===== src/hw/tors_pkg.sv =====
// Constants, field layouts and carrier types for the 16-bit counter block.
// Assumes a 100 MHz APB clock that also stands in for the instruction clock.
package tors_pkg;

  // Bus geometry
  localparam int unsigned ADDR_W = 12;
  localparam int unsigned DATA_W = 32;

  // Register indices; the byte address is four times the index
  localparam logic [7:0] IDX_INTCTL   = 8'h0b;
  localparam logic [7:0] IDX_FLAG1    = 8'h0c;
  localparam logic [7:0] IDX_CNT_LO   = 8'h0e;
  localparam logic [7:0] IDX_CNT_HI   = 8'h0f;
  localparam logic [7:0] IDX_CTRL     = 8'h10;
  localparam logic [7:0] IDX_ENABLE1  = 8'h8c;
  localparam logic [7:0] IDX_CMP1_MOD = 8'h17;
  localparam logic [7:0] IDX_CMP1_VAL = 8'h18;
  localparam logic [7:0] IDX_CMP2_MOD = 8'h1d;
  localparam logic [7:0] IDX_CMP2_VAL = 8'h1e;

  localparam logic [ADDR_W-1:0] A_INTCTL   = {2'b00, IDX_INTCTL, 2'b00};
  localparam logic [ADDR_W-1:0] A_FLAG1    = {2'b00, IDX_FLAG1, 2'b00};
  localparam logic [ADDR_W-1:0] A_CNT_LO   = {2'b00, IDX_CNT_LO, 2'b00};
  localparam logic [ADDR_W-1:0] A_CNT_HI   = {2'b00, IDX_CNT_HI, 2'b00};
  localparam logic [ADDR_W-1:0] A_CTRL     = {2'b00, IDX_CTRL, 2'b00};
  localparam logic [ADDR_W-1:0] A_ENABLE1  = {2'b00, IDX_ENABLE1, 2'b00};
  localparam logic [ADDR_W-1:0] A_CMP1_MOD = {2'b00, IDX_CMP1_MOD, 2'b00};
  localparam logic [ADDR_W-1:0] A_CMP1_VAL = {2'b00, IDX_CMP1_VAL, 2'b00};
  localparam logic [ADDR_W-1:0] A_CMP2_MOD = {2'b00, IDX_CMP2_MOD, 2'b00};
  localparam logic [ADDR_W-1:0] A_CMP2_VAL = {2'b00, IDX_CMP2_VAL, 2'b00};

  // Field positions
  localparam int unsigned CTRL_RUN_BIT  = 0;
  localparam int unsigned CTRL_CS_BIT   = 1;
  localparam int unsigned CTRL_SYNC_BIT = 2;
  localparam int unsigned CTRL_OSC_BIT  = 3;
  localparam int unsigned CTRL_PS_LSB   = 4;
  localparam int unsigned OVF_BIT       = 0;
  localparam int unsigned GIE_BIT       = 7;
  localparam int unsigned PERIPHERAL_IRQ_ENABLE_BIT      = 6;

  // Implemented bits and reset values
  localparam logic [7:0]  CTRL_IMPL_MASK = 8'h3f;
  localparam logic [7:0]  CTRL_RESET     = 8'h00;
  localparam logic [1:0]  INTCTL_RESET   = 2'h0;
  localparam logic        FLAG_RESET     = 1'b0;
  localparam logic        IE_RESET       = 1'b0;
  localparam logic [3:0]  CMP_MODE_RESET = 4'h0;
  localparam logic [15:0] CMP_VAL_RESET  = 16'h0000;

  // Compare mode that resets the counter
  localparam logic [3:0]  CMP_MODE_SPECIAL = 4'hb;

  // Counter and prescaler
  localparam int unsigned CNT_W   = 16;
  localparam int unsigned PRESC_W = 3;
  localparam logic [CNT_W-1:0] CNT_ALL_ONES = 16'hffff;
  localparam int unsigned N_CMP   = 2;

  // Pin inputs: index of each in the synchroniser
  localparam int unsigned N_PINS  = 2;
  localparam int unsigned PIN_XTAL = 0;
  localparam int unsigned PIN_EXT  = 1;

  typedef struct packed {
    logic [1:0] unused;
    logic [1:0] prescale_select;
    logic       low_power_osc_enable;
    logic       external_sync_disable;
    logic       clock_source_select;
    logic       counter_run_enable;
  } tors_ctrl_t;

  typedef struct packed {
    logic [3:0]       compare_mode_select;
    logic [CNT_W-1:0] compare_value_pair;
  } tors_cmp_t;

  typedef enum logic [1:0] {
    SRC_INSTR = 2'b00,
    SRC_XTAL  = 2'b01,
    SRC_EXT   = 2'b10
  } tors_src_t;

endpackage


===== src/hw/tors_top.sv =====
// 16-bit counter with low-power oscillator enable, compare-driven reset,
// prescaler and APB register file. Assumes the compare units live here as
// two small register pairs and pclk stands in for the instruction clock.
//
// The APB register port is this design's own decision.
`timescale 1ns/1ps
module tors_top (
  // Clock and reset
  input  wire logic                          pclk,
  input  wire logic                          presetn,
  // APB slave
  input  wire logic                          psel,
  input  wire logic                          penable,
  input  wire logic                          pwrite,
  input  wire logic [tors_pkg::ADDR_W-1:0]   paddr,
  input  wire logic [tors_pkg::DATA_W-1:0]   pwdata,
  output logic      [tors_pkg::DATA_W-1:0]   prdata,
  output logic                               pready,
  output logic                               pslverr,
  // Counter pins
  input  wire logic                          crystal_input_pin,
  input  wire logic                          external_count_clock_pin,
  output logic                               osc_amp_enable,
  // Core status and events
  input  wire logic                          sleep_mode,
  output logic                               irq,
  output logic                               wake_request,
  output logic                               special_event
);
  import tors_pkg::*;

  // Registers and their next values
  tors_ctrl_t             ctrl_q;
  logic [1:0]             intctl_q;
  logic                   ovf_flag_q;
  logic                   ovf_ie_q;
  tors_cmp_t              cmp_q [N_CMP];
  logic [CNT_W-1:0]       count_q;
  logic [CNT_W-1:0]       count_d;
  logic [PRESC_W-1:0]     presc_q;
  logic [PRESC_W-1:0]     presc_d;
  logic [DATA_W-1:0]      prdata_q;
  logic                   pslverr_q;
  logic                   special_q;

  // Bus decode
  logic                   setup_ph;
  logic                   wr_acc;
  logic                   rd_acc;
  logic                   hit;
  logic [DATA_W-1:0]      rdata_d;
  logic                   sel_intctl;
  logic                   sel_flag;
  logic                   sel_lo;
  logic                   sel_hi;
  logic                   sel_ctrl;
  logic                   sel_ie;
  logic [N_CMP-1:0]       sel_mod;
  logic [N_CMP-1:0]       sel_val;
  logic                   flag_rd_clr;

  // Counting
  logic [N_PINS-1:0]      pin_rise;
  tors_src_t              src;
  logic                   async_mode;
  logic                   raw_tick;
  logic                   presc_adv;
  logic [PRESC_W-1:0]     presc_limit;
  logic                   presc_done;
  logic                   cnt_adv;
  logic                   cnt_write;
  logic [N_CMP-1:0]       trig;
  logic                   trig_any;
  logic                   ovf_evt;
  logic                   glob_irq_en;
  logic                   instr_halt;

  assign setup_ph = psel & ~penable;
  assign wr_acc   = psel & penable & pwrite;
  assign rd_acc   = psel & penable & ~pwrite;

  // Address decode, shared by setup-phase read capture and write strobes
  always_comb begin
    sel_intctl = 1'b0;
    sel_flag   = 1'b0;
    sel_lo     = 1'b0;
    sel_hi     = 1'b0;
    sel_ctrl   = 1'b0;
    sel_ie     = 1'b0;
    sel_mod    = '0;
    sel_val    = '0;
    hit        = 1'b1;
    rdata_d    = '0;
    if (paddr == A_INTCTL) begin
      sel_intctl = 1'b1;
      rdata_d[GIE_BIT]  = intctl_q[1];
      rdata_d[PERIPHERAL_IRQ_ENABLE_BIT] = intctl_q[0];
    end else if (paddr == A_FLAG1) begin
      sel_flag = 1'b1;
      rdata_d[OVF_BIT] = ovf_flag_q;
    end else if (paddr == A_CNT_LO) begin
      sel_lo = 1'b1;
      rdata_d[7:0] = count_q[7:0];
    end else if (paddr == A_CNT_HI) begin
      sel_hi = 1'b1;
      rdata_d[7:0] = count_q[15:8];
    end else if (paddr == A_CTRL) begin
      sel_ctrl = 1'b1;
      rdata_d[7:0] = ctrl_q & CTRL_IMPL_MASK;
    end else if (paddr == A_ENABLE1) begin
      sel_ie = 1'b1;
      rdata_d[OVF_BIT] = ovf_ie_q;
    end else if (paddr == A_CMP1_MOD) begin
      sel_mod[0] = 1'b1;
      rdata_d[3:0] = cmp_q[0].compare_mode_select;
    end else if (paddr == A_CMP1_VAL) begin
      sel_val[0] = 1'b1;
      rdata_d[15:0] = cmp_q[0].compare_value_pair;
    end else if (paddr == A_CMP2_MOD) begin
      sel_mod[1] = 1'b1;
      rdata_d[3:0] = cmp_q[1].compare_mode_select;
    end else if (paddr == A_CMP2_VAL) begin
      sel_val[1] = 1'b1;
      rdata_d[15:0] = cmp_q[1].compare_value_pair;
    end else begin
      hit = 1'b0;
    end
  end

  // Zero wait states; read data is caught in setup so it comes from a flop
  assign pready  = 1'b1;
  assign prdata  = prdata_q;
  assign pslverr = pslverr_q;

  always_ff @(posedge pclk or negedge presetn) begin
    if (!presetn) begin
      prdata_q  <= '0;
      pslverr_q <= 1'b0;
    end else if (setup_ph) begin
      prdata_q  <= pwrite ? '0 : rdata_d;
      pslverr_q <= ~hit;
    end
  end

  // Control register; presetn is the power-on and brown-out reset
  always_ff @(posedge pclk or negedge presetn) begin
    if (!presetn) begin
      ctrl_q <= tors_ctrl_t'(CTRL_RESET);
    end else if (wr_acc && sel_ctrl) begin
      ctrl_q <= tors_ctrl_t'(pwdata[7:0] & CTRL_IMPL_MASK);
    end
  end

  // Global and peripheral interrupt enables
  always_ff @(posedge pclk or negedge presetn) begin
    if (!presetn) begin
      intctl_q <= INTCTL_RESET;
    end else if (wr_acc && sel_intctl) begin
      intctl_q <= {pwdata[GIE_BIT], pwdata[PERIPHERAL_IRQ_ENABLE_BIT]};
    end
  end

  // Overflow interrupt mask
  always_ff @(posedge pclk or negedge presetn) begin
    if (!presetn) begin
      ovf_ie_q <= IE_RESET;
    end else if (wr_acc && sel_ie) begin
      ovf_ie_q <= pwdata[OVF_BIT];
    end
  end

  // Compare unit mode and value registers
  // New mode or value acts from the next counter step
  genvar c;
  generate
    for (c = 0; c < N_CMP; c++) begin : g_cmp
      always_ff @(posedge pclk or negedge presetn) begin
        if (!presetn) begin
          cmp_q[c].compare_mode_select <= CMP_MODE_RESET;
          cmp_q[c].compare_value_pair  <= CMP_VAL_RESET;
        end else begin
          if (wr_acc && sel_mod[c]) begin
            cmp_q[c].compare_mode_select <= pwdata[3:0];
          end
          if (wr_acc && sel_val[c]) begin
            cmp_q[c].compare_value_pair <= pwdata[CNT_W-1:0];
          end
        end
      end

      // Reset only where the counter is synchronous to pclk
      assign trig[c] = cnt_adv & ~async_mode
        & (cmp_q[c].compare_mode_select == CMP_MODE_SPECIAL)
        & (count_q == cmp_q[c].compare_value_pair);
    end
  endgenerate

  // Either unit may reset the shared counter
  assign trig_any = |trig;

  // Oscillator amplifier follows the enable bit only; sleep does not stop it
  assign osc_amp_enable = ctrl_q.low_power_osc_enable;

  // Pin edges after two synchronising flops
  // Pins must stay high and low one cycle or edges are missed
  tors_pin_sync u_pin_sync (
    .pclk       (pclk),
    .presetn    (presetn),
    .pins_async ({external_count_clock_pin, crystal_input_pin}),
    .rise_q     (pin_rise)
  );

  // Count source selection
  always_comb begin
    if (!ctrl_q.clock_source_select) begin
      src = SRC_INSTR;
    end else if (ctrl_q.low_power_osc_enable) begin
      src = SRC_XTAL;
    end else begin
      src = SRC_EXT;
    end
  end

  // Modelled on pclk too; only the sleep and trigger rules differ
  assign async_mode = ctrl_q.clock_source_select
                    & ctrl_q.external_sync_disable;

  always_comb begin
    case (src)
      SRC_INSTR: raw_tick = 1'b1;
      SRC_XTAL:  raw_tick = pin_rise[PIN_XTAL];
      SRC_EXT:   raw_tick = pin_rise[PIN_EXT];
      default:   raw_tick = 1'b0;
    endcase
  end

  // Instruction clock stops in sleep; external edges still feed the prescaler
  assign instr_halt = sleep_mode & (src == SRC_INSTR);
  assign presc_adv  = ctrl_q.counter_run_enable & raw_tick & ~instr_halt;

  // Limit 0, 1, 3 or 7 for 1:1 up to 1:8
  assign presc_limit = PRESC_W'((4'd1 << ctrl_q.prescale_select) - 4'd1);
  assign presc_done  = presc_adv & (presc_q == presc_limit);

  // Synchronized mode halts the counter in sleep; unsynchronized keeps going
  assign cnt_adv = presc_done & (~sleep_mode | async_mode);

  assign cnt_write = wr_acc & (sel_lo | sel_hi);

  // Prescaler count
  always_comb begin
    presc_d = presc_q;
    if (cnt_write) begin
      presc_d = '0;
    end else if (presc_done) begin
      presc_d = '0;
    end else if (presc_adv) begin
      presc_d = presc_q + PRESC_W'(1);
    end
  end

  always_ff @(posedge pclk or negedge presetn) begin
    if (!presetn) begin
      presc_q <= '0;
    end else begin
      presc_q <= presc_d;
    end
  end

  // Counter next value: write, then compare reset, then count
  always_comb begin
    count_d = count_q;
    if (wr_acc && sel_lo) begin
      count_d = {count_q[15:8], pwdata[7:0]};
    end else if (wr_acc && sel_hi) begin
      count_d = {pwdata[7:0], count_q[7:0]};
    end else if (trig_any) begin
      count_d = '0;
    end else if (cnt_adv) begin
      count_d = count_q + CNT_W'(1);
    end
  end

  // No reset term: holds its value through every reset
  // Unknown after power-up until software writes both bytes
  always_ff @(posedge pclk) begin
    count_q <= count_d;
  end

  // Only a counted wrap raises overflow, never a compare reset
  assign ovf_evt = cnt_adv & ~trig_any & ~cnt_write
                 & (count_q == CNT_ALL_ONES);

  // A flag set after the setup capture was not read, so it must survive
  assign flag_rd_clr = rd_acc & sel_flag & prdata_q[OVF_BIT];

  // Sticky flag; a read clears it, a new overflow in the same cycle wins
  always_ff @(posedge pclk or negedge presetn) begin
    if (!presetn) begin
      ovf_flag_q <= FLAG_RESET;
    end else if (ovf_evt) begin
      ovf_flag_q <= 1'b1;
    end else if (flag_rd_clr) begin
      ovf_flag_q <= 1'b0;
    end else if (wr_acc && sel_flag) begin
      ovf_flag_q <= pwdata[OVF_BIT];
    end
  end

  // Compare event pulse for the rest of the chip
  always_ff @(posedge pclk or negedge presetn) begin
    if (!presetn) begin
      special_q <= 1'b0;
    end else begin
      special_q <= trig_any & ~cnt_write;
    end
  end

  assign special_event = special_q;

  // Interrupt needs both enables; wake needs only the overflow mask
  assign glob_irq_en = intctl_q[1] & intctl_q[0];
  assign irq = ovf_flag_q & ovf_ie_q & glob_irq_en;
  assign wake_request = ovf_flag_q & ovf_ie_q;

endmodule // tors_top


===== src/hw/tors_pin_sync.sv =====
// Two-stage synchroniser with rising-edge pulse for each counter pin.
// Assumes pins are asynchronous to pclk and slower than half its rate.
`timescale 1ns/1ps
module tors_pin_sync (
  // Clock and reset
  input  wire logic                        pclk,
  input  wire logic                        presetn,
  // Pins and edge pulses
  input  wire logic [tors_pkg::N_PINS-1:0] pins_async,
  output logic      [tors_pkg::N_PINS-1:0] rise_q
);
  import tors_pkg::*;

  genvar g;
  generate
    for (g = 0; g < N_PINS; g++) begin : g_pin
      logic meta_q;
      logic sync_q;
      logic last_q;
      // First stage feeds only the second
      always_ff @(posedge pclk or negedge presetn) begin
        if (!presetn) begin
          meta_q <= 1'b0;
          sync_q <= 1'b0;
          last_q <= 1'b0;
          rise_q[g] <= 1'b0;
        end else begin
          meta_q <= pins_async[g];
          sync_q <= meta_q;
          last_q <= sync_q;
          rise_q[g] <= sync_q & ~last_q;
        end
      end
    end
  endgenerate

endmodule // tors_pin_sync


===== config.mk =====
export PLATFORM = sky130hd
export DESIGN_NAME = tors_top
export DESIGN_NICKNAME = d
export VERILOG_FILES = /design/src/hw/tors_pkg.sv /design/src/hw/tors_top.sv /design/src/hw/tors_pin_sync.sv
export SDC_FILE = /design/constraint.sdc
export NUM_CORES = 1
export LEC_CHECK = 0
export ABC_AREA = 1
export BUFFER_PORTS_ARGS = -buffer_cell sky130_fd_sc_hd__buf_4
export CAP_MARGIN = 20
export CORE_MARGIN = 4
export CORE_UTILIZATION = 51
export DETAILED_ROUTE_END_ITERATION = 6
export PLACE_DENSITY = 0.86
export RECOVER_POWER = 100
export SYNTH_ARGS = -nofsm -noshare
export SYNTH_HDL_FRONTEND = slang
export SYNTH_HIERARCHICAL = 1
export SYNTH_SLANG_ARGS = --single-unit

===== constraint.sdc =====
create_clock -name pclk -period 1.85 [get_ports pclk]
set_clock_uncertainty 0.05 [all_clocks]
set_input_delay 0.2775 -clock pclk [delete_from_list [all_inputs] [get_ports pclk]]
set_output_delay 0.2775 -clock pclk [all_outputs]
set_load 0.01 [all_outputs]

==> Yosys cells after proc, flatten, opt, wreduce, memory -nomap -nowiden <==
Index checks and enable logic that the tools add are counted.
{ "word_totals": {"input_bits": 52, "out_inout_bits": 38, "mem_bits_rw": 0, "register_bits": 111, "latchBits": 0, "n_memories": 0, "romBits": 0, "word_cells": 213} }
{ "classes": {"order_cmp": 0, "eq_ne": 19, "n_addsub": 3, "n_mux": 106, "reduce_logical": 18, "bitwise": 40, "n_mul": 0, "n_shift": 1, "n_div": 0} }
{ "op_table": {"columns": ["op", "count"], "rows": [
  ["16-bit two-way mux", 22],
  ["8-bit two-way mux", 8],
  ["12-bit by 7-bit equality test with 1-bit output (second input constant)", 5],
  ["12-bit by 6-bit equality test with 1-bit output (second input constant)", 4],
  ["1-bit two-way mux", 43],
  ["16-bit equality test", 2],
  ["2-bit two-way mux", 16],
  ["4-bit two-way mux", 8],
  ["15-bit two-way mux", 2],
  ["1-bit bitwise AND", 27],
  ["12-bit two-way mux", 2],
  ["16-bit by 1-bit adder with 16-bit output (second input constant)", 1],
  ["16-bit equality test (second input constant)", 1],
  ["12-bit by 10-bit equality test with 1-bit output (second input constant)", 1],
  ["3-bit nonzero test", 4],
  ["1-bit NOT", 11],
  ["1-bit logical AND", 10],
  ["3-bit two-way mux", 3],
  ["4-bit equality test (second input constant)", 2],
  ["6-bit two-way mux", 1],
  ["2-bit AND reduction", 2],
  ["3-bit by 1-bit adder with 3-bit output (second input constant)", 1],
  ["3-bit equality test", 1],
  ["1-bit one-hot mux with 3 select lines", 1],
  ["8 further kinds", 9]
]} }

==> Longest topological paths before layout <==
{ "logic_depth": {"depth_word": 34, "mapped_depth": 13, "mapped_depth_nobuf": 13} }

==> Modules after synthesis <==
The synthesis kept the hierarchy.
{ "by_module_without_submodules": {"columns": ["module", "area_each_um2", "seq_area_each_um2", "instances", "cells_per_inst"], "rows": [
  ["tors_top", 5773.0, 2257.2, 1, 811],
  ["tors_pin_sync", 220.2, 200.2, 1, 12]
]} }

==> Least setup slack after synthesis <==
No wires, ideal clock.
{ "synth_path": {"path_type": "input to register", "start": "in paddr[9] in the netlist's numbering", "end": "reg count_q[0] (enable)", "n_path_buf": 0, "t_arrival_ps": 1639, "t_required_ps": 1416, "slack_ps": -223, "stages": 7, "setup_ps": 384, "path_cell_list": "nor2_1 > nand2_4 > nor2_8 > nand2_4 > nand3_2 > inv_2 > o21ai_0"} }
{ "synth_via": {"elab_chain_len": 8, "word_cells_on_any_way": 16, "classes_between": "eq/ne (5); mux (7); reduce/logical (4)"} }
{ "synth_rtl": {"columns": ["element", "line", "rtl"], "rows": [
  ["from (decl)", "tors_top.sv:15", "input wire logic [tors_pkg::ADDR_W-1:0] paddr,"],
  ["12-bit by 6-bit equality test with 1-bit output", "tors_top.sv:104", "end else if (paddr == A_CNT_HI) begin"],
  ["1-bit two-way mux", "tors_top.sv:104", null],
  ["1-bit two-way mux", "tors_top.sv:101", "end else if (paddr == A_CNT_LO) begin"],
  ["1-bit two-way mux", "tors_top.sv:98", "end else if (paddr == A_FLAG1) begin"],
  ["1-bit two-way mux", "tors_top.sv:94", "if (paddr == A_INTCTL) begin"],
  ["1-bit logical AND", "tors_top.sv:275", "end else if (wr_acc && sel_hi) begin"],
  ["2-bit != test (no line)", null, null],
  ["2-bit AND reduction (no line) (*)", null, null],
  ["to (signal assigned)", "tors_top.sv:287", "count_q <= count_d;"],
  ["to (decl)", "tors_top.sv:38", "logic [CNT_W-1:0] count_q;"]
]} }
Mark *: on every way between the ends. The rest lies on a longest branch, timed or not.
A chain may end at the register's enable or synchronous reset.

==> Final worst setup path <==
{ "layout_path": {"start": "reg count_q[7]", "end": "reg count_q[14] (data pin)"} }
{ "layout_via": {"elab_chain_len": 5, "word_cells_on_any_way": 9, "classes_between": "add/sub (1); eq/ne (2); mux (3); bitwise (2); reduce/logical (1)"} }
{ "layout_rtl": {"columns": ["element", "line", "rtl"], "rows": [
  ["branches (longest 3 deep; another with 16-bit by 1-bit adder with 16-bit output)", null, null],
  ["16-bit two-way mux (*)", "tors_top.sv:277", "end else if (trig_any) begin"],
  ["16-bit two-way mux (*)", "tors_top.sv:275", null]
]} }
Every way passes the cells marked *. The select of a mux whose other input is x is not followed.

==> results.toml <==
[sta]
finalSetupViolCount = 18
rsz0062_at_grt = "yes"
fmax_ghz = 0.5313
drv_slew = 0
worst_slew_pin_slew_ns = 0.7054
period_needed_ns = 1.882
slew-limit-headroom_pct = 52.98
whs_ns = 0.1451
period_share_pct = 101.7
setup_ws_ns = -0.03221
hold_violations = 0

[clock_tree]
cts.path.max_buffers = 2
cts.sinks = 95
clockRootBuffer = "clkbuf_16"
cts.clk_slew.worst_paths_ns = 0.07
clock_latency_ns = 0.35
cts_tree = "built"
numCtsBuffers = 9
htreeDepth = 3

[run]
drv_cap = 0

[run_status]
outcome = "finished, violations left"
violations = "setup timing"

[synthesis]
syn_area_per_cell_um2 = 7.282
synth.ff_latch_count = 95
netlist.area_leader.share_pct = 32.99
ys_seq_area_share_pct = 41.00
ys.warnings.count = 6
synth_cell_type_count = 40
syn_area_um2 = 5993
syn-instance-count = 823
yosysTopAreaCell = "dfrtp_1"
synth_area_leaders = "dfrtp_1, nand2_1, edfxtp_1, inv_1, o21ai_0"

[floorplan]
coreArea_um2 = 11470
initial_core_util_pct = 52.26
rows = 39
die_h_um = 116.4
die-area_um2 = 13550
io_pins = 90
die_w_um = 116.4

[placed_design]
routabilityCongestion = 1.024
dpl_worst_slack_ns = -0.1025
placed_area_um2 = 7249
portBuffers = 56
dp_cells = 1106
place_hpwl_um = 15150

[worst_setup_path]
start_kind = "register"
slowest_delay_ns = 0.52
r2r_cells = 7
path_cells = "xnor2_1 > nor3b_2 > nand3_1 > nand2_4 > nand2_8 > nand4_1 > nand2_1"
rrSetupSlack_ns = -0.03
crit_arrival_ns = 1.92
crit-reg2reg-launch = "count_q[7]"
crit_slowest_cell = "edfxtp_1"
end_kind = "register"
r2r-end = "count_q[14]"
worst-path-max-fanout = 11
cp_data_required_time_ns = 1.89
worstSetupPathType = "register to register"

[cells_and_area]
fin_util_pct = 65.05
stdcell_count = 1133
seqCellArea_um2 = 2457
multiInputGateArea_um2 = 2957
drive_gt1_share_pct = 21.72
fin_area_um2 = 7460
fillers = 1010
syn_to_final_growth_pct = 24.47
num_antenna_cells = 0
nets = 1039

[worst_hold_path]
hp-class = "input pin to register"
worst_hold_startpoint = "pwdata[15]"
min_to = "cmp_q[35]"
whs_path_depth = 3

[drt]
ant_nets = 0
drc = 0
totalWireLength_um = 19290
viasPerCell = 5.417
drt_iter0_markers = 583
post_drt_wl_per_cell_um = 17.02
drt_first_pass_iters = 6
dr_total_vias = 6138

[power]
ir_worst_vdd_mv = 0.3452
powerDensity_nw_per_um2 = 561.1
leakage_nw = 3.676

[global_route]
grt_pass1_vias = 5927
antenna_found_initial = 0
track_usage_pct = 29.87
grt_overflow_total = 0
grt_pass1_wl_um = 30870
grt_max_degree = 33
-- routing by layer --
metal | vias to the layer above | global-route usage, % | share of wire [%]
met5 | - | 0 | 0
met4 | 0 | 13.15 | 4.3
met3 | 60 | 4.560 | 8.7
met2 | 298 | 47.48 | 46
met1 | 2849 | 40.56 | 41
li1 | 2931 | - | -
-- report_power, final --
| part | leakage (nW) | total (mW) | internal, mW | switching [mW] |
|---|---|---|---|---|
| clock network | 0.140 | 1.80 | 0.985 | 0.812 |
| logic | 2.37 | 0.250 | 0.0864 | 0.163 |
| registers | 1.17 | 2.14 | 2.13 | 0.00656 |
-- registers in the layout, summed over array words and instances (netlist names), 2 cells and up --
signal,flops
u_pin_sync/rise_q,2
intctl_q,2
prdata,16
count_q,16
u_pin_sync/g_pin.last_q,2
u_pin_sync/g_pin.meta_q,2
ctrl_q,5
cmp_q,40
u_pin_sync/g_pin.sync_q,2
presc_q,3
-- worst max path at each step --
stage	start	end	cells after the start
finish	count_q[7]	count_q[14]	7
global route	count_q[13]	count_q[11]	11
CTS	count_q[4]	count_q[11]	8
detailed placement	count_q[10]	count_q[8]	11
global placement	count_q[2]	count_q[12]	10
floorplan	paddr[9]	count_q[0]	7
-- placed cells by master, fill, tap and decap left out, drive strengths merged, types with 3 or more instances in the layout --
master and count:
dfrtp 79, nor2 75, clkinv 3, edfxtp 16
conb 17, o21ai 90, clkbuf 54, inv 112
nand3 53, o22ai 6, nand4 22, xnor2 3
buf 123, nand2 274, dlygate4sd3 3, xor2 20
nor3 16, a21oi 12
-- worst max-delay path: cells and delay by family (launching register included) --
| kind | cells | cell delay, ns |
|---|---|---|
| and+or+nand+nor | 6 | 0.78 |
| DFF | 1 | 0.52 |
| xor gates and xnor gates | 1 | 0.26 |
-- Yosys cell counts (all sizes together) --
| library cell | count |
|---|---|
| a32o | 1 |
| ha | 2 |
| o211ai | 1 |
| and2 | 1 |
| inv | 112 |
| conb | 2 |
| nor4 | 2 |
| edfxtp | 16 |
| o21ai | 90 |
| nor3 | 16 |
| nand3 | 53 |
| dfrtp | 79 |
| nand4 | 22 |
| nand3b | 1 |
| xor2 | 20 |
| nor2 | 75 |
| buf | 25 |
| a21boi | 1 |
| clkbuf | 6 |
| a21oi | 12 |
| xnor2 | 3 |
| a31oi | 1 |
| nor3b | 1 |
| o221ai | 1 |
| o22ai | 6 |
| nand2 | 274 |
-- cell families (layout without fill, tap and decap cells) --
kind of cell,Yosys count,count (layout),share of synthesized area [%]
and+or+nand+nor,445,445,33.42
buffers and inverters,143,295,10.73
AOI/OAI and AO/OA,113,113,10.94
DFF,95,95,41.00
xor gates and xnor gates,23,23,3.361
adders and majority gates,2,2,0.4175
other,2,17,0.1253
-- through the flow --
| step | setup TNS (ns) | power [mW] |
|---|---|---|
| 6_report | -0.1715 | 4.185 |
| 5_1_grt | -3.349 | 4.291 |
| 4_1_cts | 0 | 4.208 |
| 3_5_place_dp | -1.149 | 2.441 |
| 3_3_place_gp | -0.7590 | 2.434 |
| 2_1_floorplan | 0 | 2.302 |
-- what timing repair did --
action                     in CTS  in global routing
buffers inserted                2                  6
hold buffers                    3                  0
gates resized for setup         7                 16
setup endpoints to repair      17                 36
pin swaps                       0                 12
hold endpoints to repair       27                  0
-- layout make-up --
type,count,share of cell area (%)
clock buffer,13,3.489
clock inverter,3,0.2516
inverter,112,5.669
multi-input combinational,600,39.63
sequential,95,32.94
tap,143,2.399
timing repair buffer,167,15.62
Note: power is estimated with default switching activity, not from simulation.
